==> config.mk <==
export PLATFORM = sky130hd
export DESIGN_NAME = pwtb_top
export DESIGN_NICKNAME = d
export VERILOG_FILES = /design/src/hdl/pwtb_pkg.sv /design/src/hdl/pwtb_top.sv
export SDC_FILE = /design/constraint.sdc
export NUM_CORES = 1
export LEC_CHECK = 0
export ABC_AREA = 1
export BUFFER_PORTS_ARGS = -buffer_cell sky130_fd_sc_hd__buf_2
export CAP_MARGIN = 20
export CORE_AREA = 3 3 245 175
export DETAILED_ROUTE_END_ITERATION = 10
export DIE_AREA = 0 0 248 178
export PLACE_DENSITY = 0.77
export SLEW_MARGIN = 20
export SYNTH_ARGS = -nofsm -noshare
export SYNTH_HDL_FRONTEND = slang
export SYNTH_SLANG_ARGS = --single-unit
==> constraint.sdc <==
create_clock -name sys_clk -period 2.6 [get_ports sys_clk]
set_input_delay 0.26 -clock sys_clk [delete_from_list [all_inputs] [get_ports sys_clk]]
set_output_delay 0.26 -clock sys_clk [all_outputs]
set_load 0.005 [all_outputs]
==> src/hdl/pwtb_pkg.sv <==
package pwtb_pkg;

	// ----------------------------------------
	// Sizes
	// ----------------------------------------
	localparam int NGEN = 4;
	localparam int NPIN = 12;
	localparam int NSHARED = 8;
	localparam int ADDR_W = 8;
	localparam int TB_W = 16;

	// ----------------------------------------
	// Register offsets (byte addresses)
	// ----------------------------------------
	localparam logic [7:0] OFF_PT_CTRL = 8'h00;
	localparam logic [7:0] OFF_SEV_CMP = 8'h04;
	localparam logic [7:0] OFF_PT_STAT = 8'h08;
	localparam logic [7:0] OFF_GEN_BASE = 8'h20;
	localparam logic [7:0] OFF_GEN_STRIDE = 8'h20;
	localparam logic [4:0] OFF_GEN_CTRL = 5'h00;
	localparam logic [4:0] OFF_GEN_TRIG = 5'h04;
	localparam logic [4:0] OFF_GEN_TCFG = 5'h08;
	localparam logic [4:0] OFF_GEN_BLANK = 5'h0C;
	localparam logic [4:0] OFF_GEN_FLC = 5'h10;

	// ----------------------------------------
	// Field positions
	// ----------------------------------------
	localparam int PT_PS_LSB = 0;
	localparam int PT_SEIE_BIT = 4;
	localparam int GC_TRIE_BIT = 0;
	localparam int GC_FLTIE_BIT = 1;
	localparam int GC_LIMIE_BIT = 2;
	localparam int GC_LIMST_BIT = 8;
	localparam int GC_FLTST_BIT = 9;
	localparam int GC_TRST_BIT = 10;
	localparam int BL_LEN_LSB = 3;
	localparam int BL_LBEN_BIT = 10;
	localparam int BL_FBEN_BIT = 11;
	localparam int BL_LF_BIT = 12;
	localparam int BL_LR_BIT = 13;
	localparam int BL_HF_BIT = 14;
	localparam int BL_HR_BIT = 15;
	localparam int FC_LSRC_LSB = 0;
	localparam int FC_FSRC_LSB = 4;
	localparam int FC_FPOL_BIT = 8;
	localparam int FC_LPOL_BIT = 9;
	localparam int FC_FMOD_LSB = 10;

	// ----------------------------------------
	// Fault modes
	// ----------------------------------------
	localparam logic [1:0] FMOD_LATCHED = 2'h0;
	localparam logic [1:0] FMOD_CYCLE = 2'h1;
	localparam logic [1:0] FMOD_OFF = 2'h3;

	// ----------------------------------------
	// Timing
	// ----------------------------------------
	localparam int CLK_PERIOD_PS = 4000;
	localparam int BLANK_STEP_PS = 8400;
	localparam int BLANK_STEP_CYC = (BLANK_STEP_PS + CLK_PERIOD_PS - 1) / CLK_PERIOD_PS;
	localparam int BLANK_W = 10;

	// ----------------------------------------
	// Carriers
	// ----------------------------------------
	typedef struct packed {
		logic [TB_W-1:0] count;
		logic [TB_W-1:0] period;
		logic high;
		logic low;
		logic dead_nonzero;
	} pwtb_gen_pwm_t;

	typedef struct packed {
		logic trigger_irq_enable;
		logic fault_irq_enable;
		logic limit_irq_enable;
		logic [15:0] generator_trigger_compare;
		logic [2:0] trigger_divide_select;
		logic [6:0] blanking_length;
		logic high_rise_blank_sel;
		logic high_fall_blank_sel;
		logic low_rise_blank_sel;
		logic low_fall_blank_sel;
		logic fault_blank_enable;
		logic limit_blank_enable;
		logic [3:0] limit_source_select;
		logic [3:0] fault_source_select;
		logic fault_polarity;
		logic limit_polarity;
		logic [1:0] fault_mode_select;
	} pwtb_gen_cfg_t;

	localparam pwtb_gen_cfg_t GEN_CFG_RESET = '{
		fault_mode_select: FMOD_OFF,
		default: '0
	};

endpackage

==> src/hdl/pwtb_top.sv <==
`timescale 1ns/1ps

// Summary of operation
// - Special event postscale 1:1 to 1:16
// - Compare write or reset clears postscaler
// - Trigger when time base equals compare
// - Compare within period always triggers
// - Trigger interrupt when its enable set
// - Divider passes one per N triggers
// - Generator request ORs trigger, limit, fault
// - Four generator requests plus special request
// - Special interrupt only when enabled
// - Shared pins any generator, individual own
// - Limit input plus fault-or-limit input
// - Blanking ignores inputs after chosen edges
// - Four bits pick blanking start edges
// - New edge reloads running blanking timer
// - Separate blanking enables fault and limit
// - Blanking length is field plus one
// - Input held across boundary bypasses blanking at the cycle start only, when dead time is nonzero
// - Four-bit fault source among twelve pins
// - Fault requests only when enabled
// - Fault polarity bit inverts selected input
// - Fault override and request are combinational
// - Status shows latch or input level
// - Latched fault holds until clear, boundary, when its request is enabled
// - Cycle mode releases at next cycle
// - Two-bit field selects fault mode
module pwtb_top #(
	parameter int NGEN = pwtb_pkg::NGEN,
	parameter int NPIN = pwtb_pkg::NPIN
) (
	input wire logic sys_clk,
	input wire logic srst,
	input wire logic hsel,
	input wire logic [pwtb_pkg::ADDR_W-1:0] haddr,
	input wire logic [1:0] htrans,
	input wire logic hwrite,
	input wire logic [2:0] hsize,
	input wire logic [31:0] hwdata,
	input wire logic hready,
	output logic [31:0] hrdata,
	output logic hreadyout,
	output logic hresp,
	input wire logic [pwtb_pkg::TB_W-1:0] primary_timebase_counter,
	input wire pwtb_pkg::pwtb_gen_pwm_t [NGEN-1:0] gen_pwm,
	input wire logic [NPIN-1:0] fault_input,
	output logic [NGEN-1:0] adc_trigger,
	output logic special_event_trigger,
	output logic [NGEN-1:0] gen_irq,
	output logic special_event_irq,
	output logic [NGEN-1:0] fault_override
);

	// ----------------------------------------
	// Functions
	// ----------------------------------------

	// Pin mux; an individual pin is visible only to its own generator
	function automatic logic pin_pick(input logic [NPIN-1:0] pins, input logic [3:0] src, input int g);
		logic v;
		v = 1'b0;
		if (int'(src) < pwtb_pkg::NSHARED) begin
			v = pins[src];
		end else if (int'(src) == pwtb_pkg::NSHARED + g && int'(src) < NPIN) begin
			v = pins[src];
		end
		return v;
	endfunction

	// Blanking load value: (field + 1) steps of 3 clock cycles each, 8.4 ns rounded up to 12 ns
	function automatic logic [pwtb_pkg::BLANK_W-1:0] blank_cycles(input logic [6:0] len);
		logic [pwtb_pkg::BLANK_W-1:0] n;
		n = pwtb_pkg::BLANK_W'((32'(len) + 32'd1) * pwtb_pkg::BLANK_STEP_CYC);
		return n;
	endfunction

	// ----------------------------------------
	// Bus slave
	// ----------------------------------------
	logic dp_write_r;
	logic [pwtb_pkg::ADDR_W-1:0] dp_addr_r;
	logic [3:0] postscale_r;
	logic sev_ie_r;
	logic [15:0] sev_cmp_r;
	logic sev_flag_r;
	pwtb_pkg::pwtb_gen_cfg_t cfg_r [NGEN];
	logic [NGEN-1:0] trig_flag_r;
	logic [NGEN-1:0] lim_flag_r;
	logic [NGEN-1:0] fault_latch_r;
	logic [NGEN-1:0] fault_lvl;
	logic [NGEN-1:0] lim_lvl;
	logic addr_phase;
	logic sev_cmp_wr;
	logic pt_stat_wr;
	logic [NGEN-1:0] gc_wr;

	assign hreadyout = 1'b1;
	assign hresp = 1'b0;
	assign addr_phase = hsel && htrans[1] && hready;

	// Register the address phase; every access is a zero-wait single word
	always_ff @(posedge sys_clk) begin
		if (srst) begin
			dp_write_r <= 1'b0;
			dp_addr_r <= '0;
		end else begin
			dp_write_r <= addr_phase && hwrite;
			dp_addr_r <= haddr;
		end
	end

	// Write strobes that have side effects beyond storing
	assign sev_cmp_wr = dp_write_r && dp_addr_r == pwtb_pkg::OFF_SEV_CMP;
	assign pt_stat_wr = dp_write_r && dp_addr_r == pwtb_pkg::OFF_PT_STAT;
	always_comb begin
		for (int g = 0; g < NGEN; g++) begin
			gc_wr[g] = dp_write_r &&
				dp_addr_r == pwtb_pkg::ADDR_W'(pwtb_pkg::OFF_GEN_BASE + g * pwtb_pkg::OFF_GEN_STRIDE);
		end
	end

	// Primary time base registers
	always_ff @(posedge sys_clk) begin
		if (srst) begin
			postscale_r <= 4'h0;
			sev_ie_r <= 1'b0;
			sev_cmp_r <= 16'h0000;
		end else if (dp_write_r && dp_addr_r == pwtb_pkg::OFF_PT_CTRL) begin
			postscale_r <= hwdata[pwtb_pkg::PT_PS_LSB +: 4];
			sev_ie_r <= hwdata[pwtb_pkg::PT_SEIE_BIT];
		end else if (sev_cmp_wr) begin
			sev_cmp_r <= hwdata[15:0];
		end
	end

	// Generator configuration registers
	always_ff @(posedge sys_clk) begin
		if (srst) begin
			for (int g = 0; g < NGEN; g++) begin
				cfg_r[g] <= pwtb_pkg::GEN_CFG_RESET;
			end
		end else if (dp_write_r) begin
			for (int g = 0; g < NGEN; g++) begin
				case (dp_addr_r - pwtb_pkg::ADDR_W'(pwtb_pkg::OFF_GEN_BASE + g * pwtb_pkg::OFF_GEN_STRIDE))
					8'(pwtb_pkg::OFF_GEN_CTRL): begin
						cfg_r[g].trigger_irq_enable <= hwdata[pwtb_pkg::GC_TRIE_BIT];
						cfg_r[g].fault_irq_enable <= hwdata[pwtb_pkg::GC_FLTIE_BIT];
						cfg_r[g].limit_irq_enable <= hwdata[pwtb_pkg::GC_LIMIE_BIT];
					end
					8'(pwtb_pkg::OFF_GEN_TRIG): begin
						cfg_r[g].generator_trigger_compare <= hwdata[15:0];
					end
					8'(pwtb_pkg::OFF_GEN_TCFG): begin
						cfg_r[g].trigger_divide_select <= hwdata[2:0];
					end
					8'(pwtb_pkg::OFF_GEN_BLANK): begin
						cfg_r[g].blanking_length <= hwdata[pwtb_pkg::BL_LEN_LSB +: 7];
						cfg_r[g].high_rise_blank_sel <= hwdata[pwtb_pkg::BL_HR_BIT];
						cfg_r[g].high_fall_blank_sel <= hwdata[pwtb_pkg::BL_HF_BIT];
						cfg_r[g].low_rise_blank_sel <= hwdata[pwtb_pkg::BL_LR_BIT];
						cfg_r[g].low_fall_blank_sel <= hwdata[pwtb_pkg::BL_LF_BIT];
						cfg_r[g].fault_blank_enable <= hwdata[pwtb_pkg::BL_FBEN_BIT];
						cfg_r[g].limit_blank_enable <= hwdata[pwtb_pkg::BL_LBEN_BIT];
					end
					8'(pwtb_pkg::OFF_GEN_FLC): begin
						cfg_r[g].limit_source_select <= hwdata[pwtb_pkg::FC_LSRC_LSB +: 4];
						cfg_r[g].fault_source_select <= hwdata[pwtb_pkg::FC_FSRC_LSB +: 4];
						cfg_r[g].fault_polarity <= hwdata[pwtb_pkg::FC_FPOL_BIT];
						cfg_r[g].limit_polarity <= hwdata[pwtb_pkg::FC_LPOL_BIT];
						cfg_r[g].fault_mode_select <= hwdata[pwtb_pkg::FC_FMOD_LSB +: 2];
					end
					default: begin
					end
				endcase
			end
		end
	end

	// Read mux, sampled in the address phase so data stands in the data phase
	always_ff @(posedge sys_clk) begin
		if (srst) begin
			hrdata <= 32'h0000_0000;
		end else if (addr_phase && !hwrite) begin
			hrdata <= 32'h0000_0000; // Unmapped addresses read zero
			if (haddr == pwtb_pkg::OFF_PT_CTRL) begin
				hrdata[pwtb_pkg::PT_PS_LSB +: 4] <= postscale_r;
				hrdata[pwtb_pkg::PT_SEIE_BIT] <= sev_ie_r;
			end else if (haddr == pwtb_pkg::OFF_SEV_CMP) begin
				hrdata[15:0] <= sev_cmp_r;
			end else if (haddr == pwtb_pkg::OFF_PT_STAT) begin
				hrdata[0] <= sev_flag_r;
			end
			for (int g = 0; g < NGEN; g++) begin
				case (haddr - pwtb_pkg::ADDR_W'(pwtb_pkg::OFF_GEN_BASE + g * pwtb_pkg::OFF_GEN_STRIDE))
					8'(pwtb_pkg::OFF_GEN_CTRL): begin
						hrdata[pwtb_pkg::GC_TRIE_BIT] <= cfg_r[g].trigger_irq_enable;
						hrdata[pwtb_pkg::GC_FLTIE_BIT] <= cfg_r[g].fault_irq_enable;
						hrdata[pwtb_pkg::GC_LIMIE_BIT] <= cfg_r[g].limit_irq_enable;
						hrdata[pwtb_pkg::GC_LIMST_BIT] <= cfg_r[g].limit_irq_enable ? lim_flag_r[g] : lim_lvl[g];
						// Latch when requests are on, else live input in positive logic
						hrdata[pwtb_pkg::GC_FLTST_BIT] <= cfg_r[g].fault_irq_enable ?
							fault_latch_r[g] : fault_lvl[g];
						hrdata[pwtb_pkg::GC_TRST_BIT] <= trig_flag_r[g];
					end
					8'(pwtb_pkg::OFF_GEN_TRIG): hrdata[15:0] <= cfg_r[g].generator_trigger_compare;
					8'(pwtb_pkg::OFF_GEN_TCFG): hrdata[2:0] <= cfg_r[g].trigger_divide_select;
					8'(pwtb_pkg::OFF_GEN_BLANK): begin
						hrdata[pwtb_pkg::BL_LEN_LSB +: 7] <= cfg_r[g].blanking_length;
						hrdata[pwtb_pkg::BL_HR_BIT] <= cfg_r[g].high_rise_blank_sel;
						hrdata[pwtb_pkg::BL_HF_BIT] <= cfg_r[g].high_fall_blank_sel;
						hrdata[pwtb_pkg::BL_LR_BIT] <= cfg_r[g].low_rise_blank_sel;
						hrdata[pwtb_pkg::BL_LF_BIT] <= cfg_r[g].low_fall_blank_sel;
						hrdata[pwtb_pkg::BL_FBEN_BIT] <= cfg_r[g].fault_blank_enable;
						hrdata[pwtb_pkg::BL_LBEN_BIT] <= cfg_r[g].limit_blank_enable;
					end
					8'(pwtb_pkg::OFF_GEN_FLC): begin
						hrdata[pwtb_pkg::FC_LSRC_LSB +: 4] <= cfg_r[g].limit_source_select;
						hrdata[pwtb_pkg::FC_FSRC_LSB +: 4] <= cfg_r[g].fault_source_select;
						hrdata[pwtb_pkg::FC_FPOL_BIT] <= cfg_r[g].fault_polarity;
						hrdata[pwtb_pkg::FC_LPOL_BIT] <= cfg_r[g].limit_polarity;
						hrdata[pwtb_pkg::FC_FMOD_LSB +: 2] <= cfg_r[g].fault_mode_select;
					end
					default: begin
					end
				endcase
			end
		end
	end

	// ----------------------------------------
	// Special event trigger
	// ----------------------------------------
	logic sev_match_r;
	logic [3:0] ps_cnt_r;
	logic sev_event;

	// Match edge, so a stalled time base yields one event only
	always_ff @(posedge sys_clk) begin
		if (srst) begin
			sev_match_r <= 1'b0;
		end else begin
			sev_match_r <= primary_timebase_counter == sev_cmp_r;
		end
	end
	assign sev_event = primary_timebase_counter == sev_cmp_r && !sev_match_r;

	// Postscaler passes one event in (field + 1)
	always_ff @(posedge sys_clk) begin
		if (srst || sev_cmp_wr) begin
			ps_cnt_r <= 4'h0;
			special_event_trigger <= 1'b0;
		end else begin
			special_event_trigger <= sev_event && ps_cnt_r == postscale_r;
			if (sev_event) begin
				ps_cnt_r <= ps_cnt_r == postscale_r ? 4'h0 : ps_cnt_r + 4'h1;
			end
		end
	end

	// Sticky special request; a new event beats a write-one clear
	always_ff @(posedge sys_clk) begin
		if (srst) begin
			sev_flag_r <= 1'b0;
		end else if (special_event_trigger && sev_ie_r) begin
			sev_flag_r <= 1'b1;
		end else if (pt_stat_wr && hwdata[0]) begin
			sev_flag_r <= 1'b0;
		end
	end
	assign special_event_irq = sev_flag_r;

	// ----------------------------------------
	// Per-generator logic
	// ----------------------------------------
	for (genvar g = 0; g < NGEN; g++) begin : gen_unit
		logic match_r;
		logic trig_event;
		logic [2:0] div_cnt_r;
		logic [2:0] div_n;
		logic high_r;
		logic low_r;
		logic blank_start;
		logic [pwtb_pkg::BLANK_W-1:0] blank_cnt_r;
		logic blank_on;
		logic cycle_start;
		logic cycle_end;
		logic fault_prev_r;
		logic lim_prev_r;
		logic fault_q;
		logic lim_q;
		logic hold_r;
		logic fault_off;

		// Compare match; compare beyond period never matches
		always_ff @(posedge sys_clk) begin
			if (srst) begin
				match_r <= 1'b0;
			end else begin
				match_r <= gen_pwm[g].count == cfg_r[g].generator_trigger_compare;
			end
		end
		assign trig_event = gen_pwm[g].count == cfg_r[g].generator_trigger_compare && !match_r &&
			cfg_r[g].generator_trigger_compare <= gen_pwm[g].period;

		// Field values 0 and 1 both pass every event
		assign div_n = cfg_r[g].trigger_divide_select == 3'h0 ? 3'h1 : cfg_r[g].trigger_divide_select;

		// Divider and the one-cycle ADC pulse
		always_ff @(posedge sys_clk) begin
			if (srst) begin
				div_cnt_r <= 3'h0;
				adc_trigger[g] <= 1'b0;
			end else begin
				adc_trigger[g] <= trig_event && div_cnt_r + 3'h1 >= div_n;
				if (trig_event) begin
					div_cnt_r <= div_cnt_r + 3'h1 >= div_n ? 3'h0 : div_cnt_r + 3'h1;
				end
			end
		end

		// Trigger request flag, set wins over a write-one clear
		always_ff @(posedge sys_clk) begin
			if (srst) begin
				trig_flag_r[g] <= 1'b0;
			end else if (trig_event && cfg_r[g].trigger_irq_enable) begin
				trig_flag_r[g] <= 1'b1;
			end else if (gc_wr[g] && hwdata[pwtb_pkg::GC_TRST_BIT]) begin
				trig_flag_r[g] <= 1'b0;
			end
		end

		// Coarse output edges that start or reload the blanking timer
		always_ff @(posedge sys_clk) begin
			if (srst) begin
				high_r <= 1'b0;
				low_r <= 1'b0;
			end else begin
				high_r <= gen_pwm[g].high;
				low_r <= gen_pwm[g].low;
			end
		end
		assign blank_start = (cfg_r[g].high_rise_blank_sel && gen_pwm[g].high && !high_r) ||
			(cfg_r[g].high_fall_blank_sel && !gen_pwm[g].high && high_r) ||
			(cfg_r[g].low_rise_blank_sel && gen_pwm[g].low && !low_r) ||
			(cfg_r[g].low_fall_blank_sel && !gen_pwm[g].low && low_r);

		always_ff @(posedge sys_clk) begin
			if (srst) begin
				blank_cnt_r <= '0;
			end else if (blank_start) begin
				blank_cnt_r <= blank_cycles(cfg_r[g].blanking_length);
			end else if (blank_cnt_r != '0) begin
				blank_cnt_r <= blank_cnt_r - pwtb_pkg::BLANK_W'(1);
			end
		end
		assign blank_on = blank_cnt_r != '0 || blank_start;

		// Selected inputs in positive logic
		assign fault_lvl[g] = pin_pick(fault_input, cfg_r[g].fault_source_select, g) ^
			cfg_r[g].fault_polarity;
		assign lim_lvl[g] = pin_pick(fault_input, cfg_r[g].limit_source_select, g) ^
			cfg_r[g].limit_polarity;

		assign cycle_start = gen_pwm[g].count == '0;
		assign cycle_end = gen_pwm[g].count == gen_pwm[g].period;

		// Remember inputs active at cycle end to bypass blanking at the next start
		always_ff @(posedge sys_clk) begin
			if (srst) begin
				fault_prev_r <= 1'b0;
				lim_prev_r <= 1'b0;
			end else if (cycle_end) begin
				fault_prev_r <= fault_lvl[g];
				lim_prev_r <= lim_lvl[g];
			end else if (!cycle_start) begin
				fault_prev_r <= 1'b0;
				lim_prev_r <= 1'b0;
			end
		end

		// Blanked inputs; a condition spanning the boundary is not hidden in the cycle-start cycle when dead time is nonzero
		assign fault_q = fault_lvl[g] && (!(blank_on && cfg_r[g].fault_blank_enable) ||
			(fault_prev_r && cycle_start && gen_pwm[g].dead_nonzero));
		assign lim_q = lim_lvl[g] && (!(blank_on && cfg_r[g].limit_blank_enable) ||
			(lim_prev_r && cycle_start && gen_pwm[g].dead_nonzero));

		// Fault request latch; clearing the enable bit clears it, a new fault wins
		always_ff @(posedge sys_clk) begin
			if (srst) begin
				fault_latch_r[g] <= 1'b0;
			end else if (fault_q && cfg_r[g].fault_irq_enable) begin
				fault_latch_r[g] <= 1'b1;
			end else if (gc_wr[g] && !hwdata[pwtb_pkg::GC_FLTIE_BIT]) begin
				fault_latch_r[g] <= 1'b0;
			end
		end

		// Limit request flag, write-one clear
		always_ff @(posedge sys_clk) begin
			if (srst) begin
				lim_flag_r[g] <= 1'b0;
			end else if (lim_q && cfg_r[g].limit_irq_enable) begin
				lim_flag_r[g] <= 1'b1;
			end else if (gc_wr[g] && hwdata[pwtb_pkg::GC_LIMST_BIT]) begin
				lim_flag_r[g] <= 1'b0;
			end
		end

		// Override hold; release at a cycle start once conditions allow, or at any edge when the mode is off
		assign fault_off = cfg_r[g].fault_mode_select == pwtb_pkg::FMOD_OFF;
		always_ff @(posedge sys_clk) begin
			if (srst || fault_off) begin
				hold_r <= 1'b0;
			end else if (fault_q) begin
				hold_r <= 1'b1;
			end else if (cycle_start) begin
				case (cfg_r[g].fault_mode_select)
					pwtb_pkg::FMOD_LATCHED: hold_r <= fault_latch_r[g];
					pwtb_pkg::FMOD_CYCLE: hold_r <= 1'b0;
					default: hold_r <= 1'b0;
				endcase
			end
		end

		// Override and request follow the pin without a clock edge
		assign fault_override[g] = !fault_off && (fault_q || hold_r);
		assign gen_irq[g] = trig_flag_r[g] || lim_flag_r[g] || fault_latch_r[g] ||
			(fault_q && cfg_r[g].fault_irq_enable);
	end

endmodule

* Word-level counts from Yosys, hierarchy flattened
Memory sizes are Yosys's and may differ from the RTL's. Cells that the tools add are included.
Storage, ports and cells: register bits 145, RAM bits 188, bits of input ports 218, output and inout port bits 48, word-level logic and storage cells 796, memories 1
Memory list:
- cfg_r | depth 4, bits a word 47, rd ports 4, clocked after Yosys merged registers in 0, wr ports 4, RTL line pwtb_top.sv:87 | pwtb_pkg::pwtb_gen_cfg_t cfg_r [NGEN];
Operators by class: $add $sub $neg 21, multipliers 4, $lt $le $gt $ge 32, eq/ne operators 66, multiplexer cells 282, bitwise operators 77, reductions and logical operators 255
Operator list (number):
- two-way mux 1 bit | 210
- == test 16 bit | 9
- == test 8 x 4 -> 1 bit, second input constant | 18
- logical AND 1 bit | 127
- one-hot mux 3 bit (4 select lines) | 8
- == test 8 x 3 -> 1 bit, second input constant | 10
- logical NOT 8 bit | 10
- two-way mux 10 bit | 8
- bitwise OR 1 bit | 68
- == test 8 x 5 -> 1 bit, second input constant | 8
- less-or-equal comparator 16 bit | 4
- logical NOT 16 bit | 4
- less-than comparator 4 bit, second input constant | 16
- two-way mux 16 bit | 4
- one-hot mux 5 bit (3 select lines) | 4
- logical OR 1 bit | 45
- nonzero test 2 bit | 21
- less-than comparator 4 x 5 -> 1 bit, second input constant | 8
- multiplier 8 x 2 -> 10 bit, second input constant | 4
- nonzero test 10 bit | 4
- subtractor 10 x 1 -> 10 bit, second input constant | 4
- two-way mux 3 bit | 12
- two-way mux 4 bit | 9
- logical NOT 1 bit | 35
- other kinds (27) | 87

* Depth between registers and ports, before layout
depth in word-level cells 13, depth in mapped cells 16, mapped depth without buffers 15

* Least setup slack after synthesis
Ideal clock, no wire load.
kind flip-flop to flip-flop, from reg dp_addr_r[5] (netlist name), to mem cfg_r[0][122] (netlist name), enable pin, library setup time 0.411 ns, arrival 2.302 ns, required time 2.189 ns, setup slack -0.113 ns, cell stages (with the launch flop) 6, buffers on the path 0, period minus slack after synthesis 2.713 ns, cells stage by stage dfxtp_1 > inv_1 > ha_1 > nor3b_1 > nand2_1 > o21ai_0
RTL lines:
- from (decl) | RTL line pwtb_top.sv:82 | logic [pwtb_pkg::ADDR_W-1:0] dp_addr_r;
- from (signal assigned) | RTL line pwtb_top.sv:109 | dp_addr_r <= haddr;
- to (decl) | RTL line pwtb_top.sv:87

==> results.md <==
* Maximum VDD drop at 0.393 mV
* M3 GR Usage at 6.58%
* Detailed placement HPWL at 55700 um
* CTS tree: yes
* Remaining Overflow, GRT at 0
* R2R Path Start: cfg_r[0][160]$_SDFFCE_PN0P_
* Boundary Pins at 266
* Synth cell types at 60
* Number of synthesized register bits at 333
* Initial antenna violation count at 4
* Worst-Margin Slew at 0.956 ns
* Top_reg_cell synth: edfxtp_1
* Sink Count at 333
* Pre-CTS WS at 0.0626 ns
* Vias per inst at 5.81
* Post-Place Cell Area at 0.0238 mm2
* Final setup viols at 1
* Post-Synthesis Cells at 2834
* Total GRT Usage at 33.0%
* Num CTS Buffers at 36
* Layout area overhead at 18.1%
* Worst Setup SP: cfg_r[0][98]$_SDFFCE_PN0P_
* RSZ-0062 raised after global routing: yes
* Clock-pin slew on the worst setup and hold paths at 0.06 ns
* Yosys synthesis warning count at 0
* H-tree level count at 2
* Post-synth EDFFs at 188
* DRT Pass-1 Iters at 6
* Via Count at 21700
* WS Path Type: flip-flop to output port
* Worst setup endpoint: fault_override[2]
* Wirelength, routed at 75100 um
* GRT busiest layer: met2
* Met2 Use GR at 51.1%
* Wire per inst at 20.1 um
* DRC viols at 0
* Design Power at 14400 uW
* Register area share after synthesis at 39.3%
* Required time worst endpoint at 2.34 ns
* Worst R2R End: gen_unit[3].blank_cnt_r[6]$_SDFFE_PP0N_
* Mapped Area at 0.0218 mm2
* Crit-path most repeated cell: nand3_2
* Crit path max fanout at 5
* Highest Clock Rate at 379 MHz
* Vias in the first global route at 20300
* Initial Util at 53.5%
* Crit path max-delay cell type: edfxtp_1
* P per Cell Area at 559 mW/mm2
* Leakage Power at 0.0116 uW
* First-pass GRT wire length at 112000 um
* RD Place Congestion at 0.972
* Area of the die at 0.0441 mm2
* Max cap viols at 0
* Antenna-violating nets left at 0
* Status: complete, but fails checks
* Fillers at 3486
* Ys async rst share at 0%
* Data arrival, critical path at 2.38 ns
* GR Util met1 at 45.1%
* Worst R2R Setup Slack at 0.15 ns
* Pin count of the biggest net entering global routing at 79
* Post-route setup slack at -0.0393 ns
* Final min period at 2.64 ns
* Mean Syn Cell Area at 7.68 um2
* Reg2reg path depth at 15
* Root Driver: clkbuf_16
* Die height at 178 um
* Fin. Hold Viols at 0
* Final net count at 3509
* Clock network latency to the later pin of the worst-skew pair at 0.54 ns
* Part of the cycle the worst path needs at 102%
* Element type at the critical path end: output port
* Final slew viol count at 0
* Multi-input logic area at 0.0119 mm2
* Design area at 0.0257 mm2
* Critical path launch point type: flip-flop
* Deepest clock path buffer count at 3
* Core area at 0.0407 mm2
* Hold Worst Slack at 0.0241 ns
* Setup TNS at -0.0393 ns
* Register area at 0.00855 mm2
* Die W at 248 um
* Rel. slew slack at 36.2%
* Hold Path Class: primary input to flip-flop
* CP Cell Sequence: inv_2 -> nand2_1 -> nand3_2 -> nand3_2 -> nand3_2 -> nand3b_1 -> and2_4 -> o21ai_2 -> inv_2 -> o21a_1 -> buf_2
* Share of cells above drive strength 1 at 16.8%
* Worst path max stage delay at 0.49 ns
* DR iter-0 viols at 2653
* Clock Skew at 0.0154 ns
* I/O Buffers at 227
* Site Rows at 62
* Failing checks: setup timing
==> through the flow <==
step           util, %  instances
6_report          63.2       3730
4_1_cts           62.1       3706
3_3_place_gp      58.4       3611
5_1_grt           63.2       3729
3_5_place_dp      58.4       3611
2_1_floorplan        -       2850
==> what timing repair did <==
| item | CTS | global route |
|---|---|---|
| gates resized for setup | 34 | 72 |
| pin swaps | 18 | 32 |
| endpoints found under the setup margin | 8 | 25 |
| endpoints found under the hold margin | 11 | 0 |
| hold buffers | 12 | 0 |
| buffers inserted | 19 | 21 |
==> layout make-up <==
| class | count | share of cell area [%] |
|---|---|---|
| multi-input cells | 2071 | 46.1 |
| inverters | 369 | 5.38 |
| flip-flops and latches | 333 | 33.3 |
| diodes | 3 | 0.0292 |
| clock inverters | 15 | 0.511 |
| repair buffers | 346 | 8.13 |
| well taps | 544 | 2.65 |
| clock buffers | 49 | 3.97 |
==> registers in the layout, indices dropped and copies added, names as in the netlist, 4 cells and up <==
register / cells
postscale_r: 4
gen_unit.lim_prev_r: 4
trig_flag_r: 4
gen_unit.low_r: 4
gen_unit.hold_r: 4
gen_unit.blank_cnt_r: 40
lim_flag_r: 4
gen_unit.high_r: 4
dp_addr_r: 8
gen_unit.match_r: 4
gen_unit.fault_prev_r: 4
adc_trigger: 4
fault_latch_r: 4
ps_cnt_r: 4
sev_cmp_r: 16
hrdata: 16
cfg_r: 188
gen_unit.div_cnt_r: 12
==> placed cells by master, fill, tap and decap left out, types with 11 or more instances in the layout <==
cell type / Yosys / layout
a221oi_1: 18 / 18
buf_2: 10 / 227
nor4_1: 16 / 16
nor2_1: 455 / 445
nor2_4: 6 / 11
or2_2: 23 / 23
nand3_1: 188 / 169
clkbuf_16: 0 / 38
o22ai_1: 11 / 11
nand3b_1: 12 / 12
inv_2: 11 / 28
conb_1: 2 / 18
dlygate4sd3_1: 0 / 12
nor2_2: 9 / 14
nand2_1: 488 / 480
nand4_1: 61 / 61
xor2_1: 87 / 84
dfxtp_1: 145 / 142
buf_4: 23 / 103
edfxtp_1: 188 / 188
xnor2_1: 84 / 84
inv_1: 346 / 329
a211oi_1: 23 / 23
nor3_1: 40 / 36
ha_1: 130 / 123
o21ai_0: 126 / 116
clkinv_1: 12 / 15
nand3_2: 3 / 19
nand2_2: 10 / 17
a21oi_1: 155 / 153
o211ai_1: 27 / 27
==> critical path: cells and delay by family, from the launching register on <==
kind                   cells  cell delay (ns)
flip-flops                 1             0.49
AO/OA/AOI/OAI              2             0.28
buffers and inverters      3             0.35
AND/OR/NAND/NOR            6             0.72
==> per-layer routing <==
metal	up-vias	routed length (um)	part of all wire (%)
li1	10100	-	-
met1	10200	30400	40
met2	1229	33000	44
met3	217	8380	11
met4	4	3360	4.5
met5	-	24	0.032
==> cell usage after synthesis, types with 37 or more instances <==
cell | count | share of area, %
a21oi_1 | 155 | 3.6
clkbuf_1 | 37 | 0.64
dfxtp_1 | 145 | 13
edfxtp_1 | 188 | 26
ha_1 | 130 | 7.5
inv_1 | 346 | 6.0
nand2_1 | 488 | 8.4
nand3_1 | 188 | 4.3
nand4_1 | 61 | 1.8
nor2_1 | 455 | 7.8
nor3_1 | 40 | 0.92
o21ai_0 | 126 | 2.9
xnor2_1 | 84 | 3.4
xor2_1 | 87 | 3.5
==> cell families after synthesis <==
kind of cell,after synthesis,synth area share [%]
flops,333,39.3
xor+xnor,171,6.88
compound gates,408,11.0
buf+inv,446,8.18
fa+ha+maj,134,7.84
other cells,2,0.0345
simple gates,1337,26.7
mux,3,0.138
==> worst min-delay path by stage <==
stage	startpoint	to	depth (start not counted)
6_report	haddr[4]	dp_addr_r[4]$_SDFF_PP0_	3
5_1_grt	haddr[4]	dp_addr_r[4]$_SDFF_PP0_	3
4_1_cts	haddr[4]	dp_addr_r[4]$_SDFF_PP0_	3
3_5_place_dp	gen_unit[3].fault_prev_r$_SDFFE_PP0P_	gen_unit[3].fault_prev_r$_SDFFE_PP0P_	2
3_3_place_gp	gen_unit[2].lim_prev_r$_SDFFE_PP0P_	gen_unit[2].lim_prev_r$_SDFFE_PP0P_	2
2_1_floorplan	haddr[0]	dp_addr_r[0]$_SDFF_PP0_	2
==> power breakdown <==
| part | leakage (uW) | switching (uW) | internal (uW) |
|---|---|---|---|
| Combinational | 0.00803 | 1770 | 1240 |
| Clock | 0.000568 | 2210 | 2960 |
| Sequential | 0.00298 | 325 | 5870 |
No activity file was read; power rests on OpenSTA's default activity.
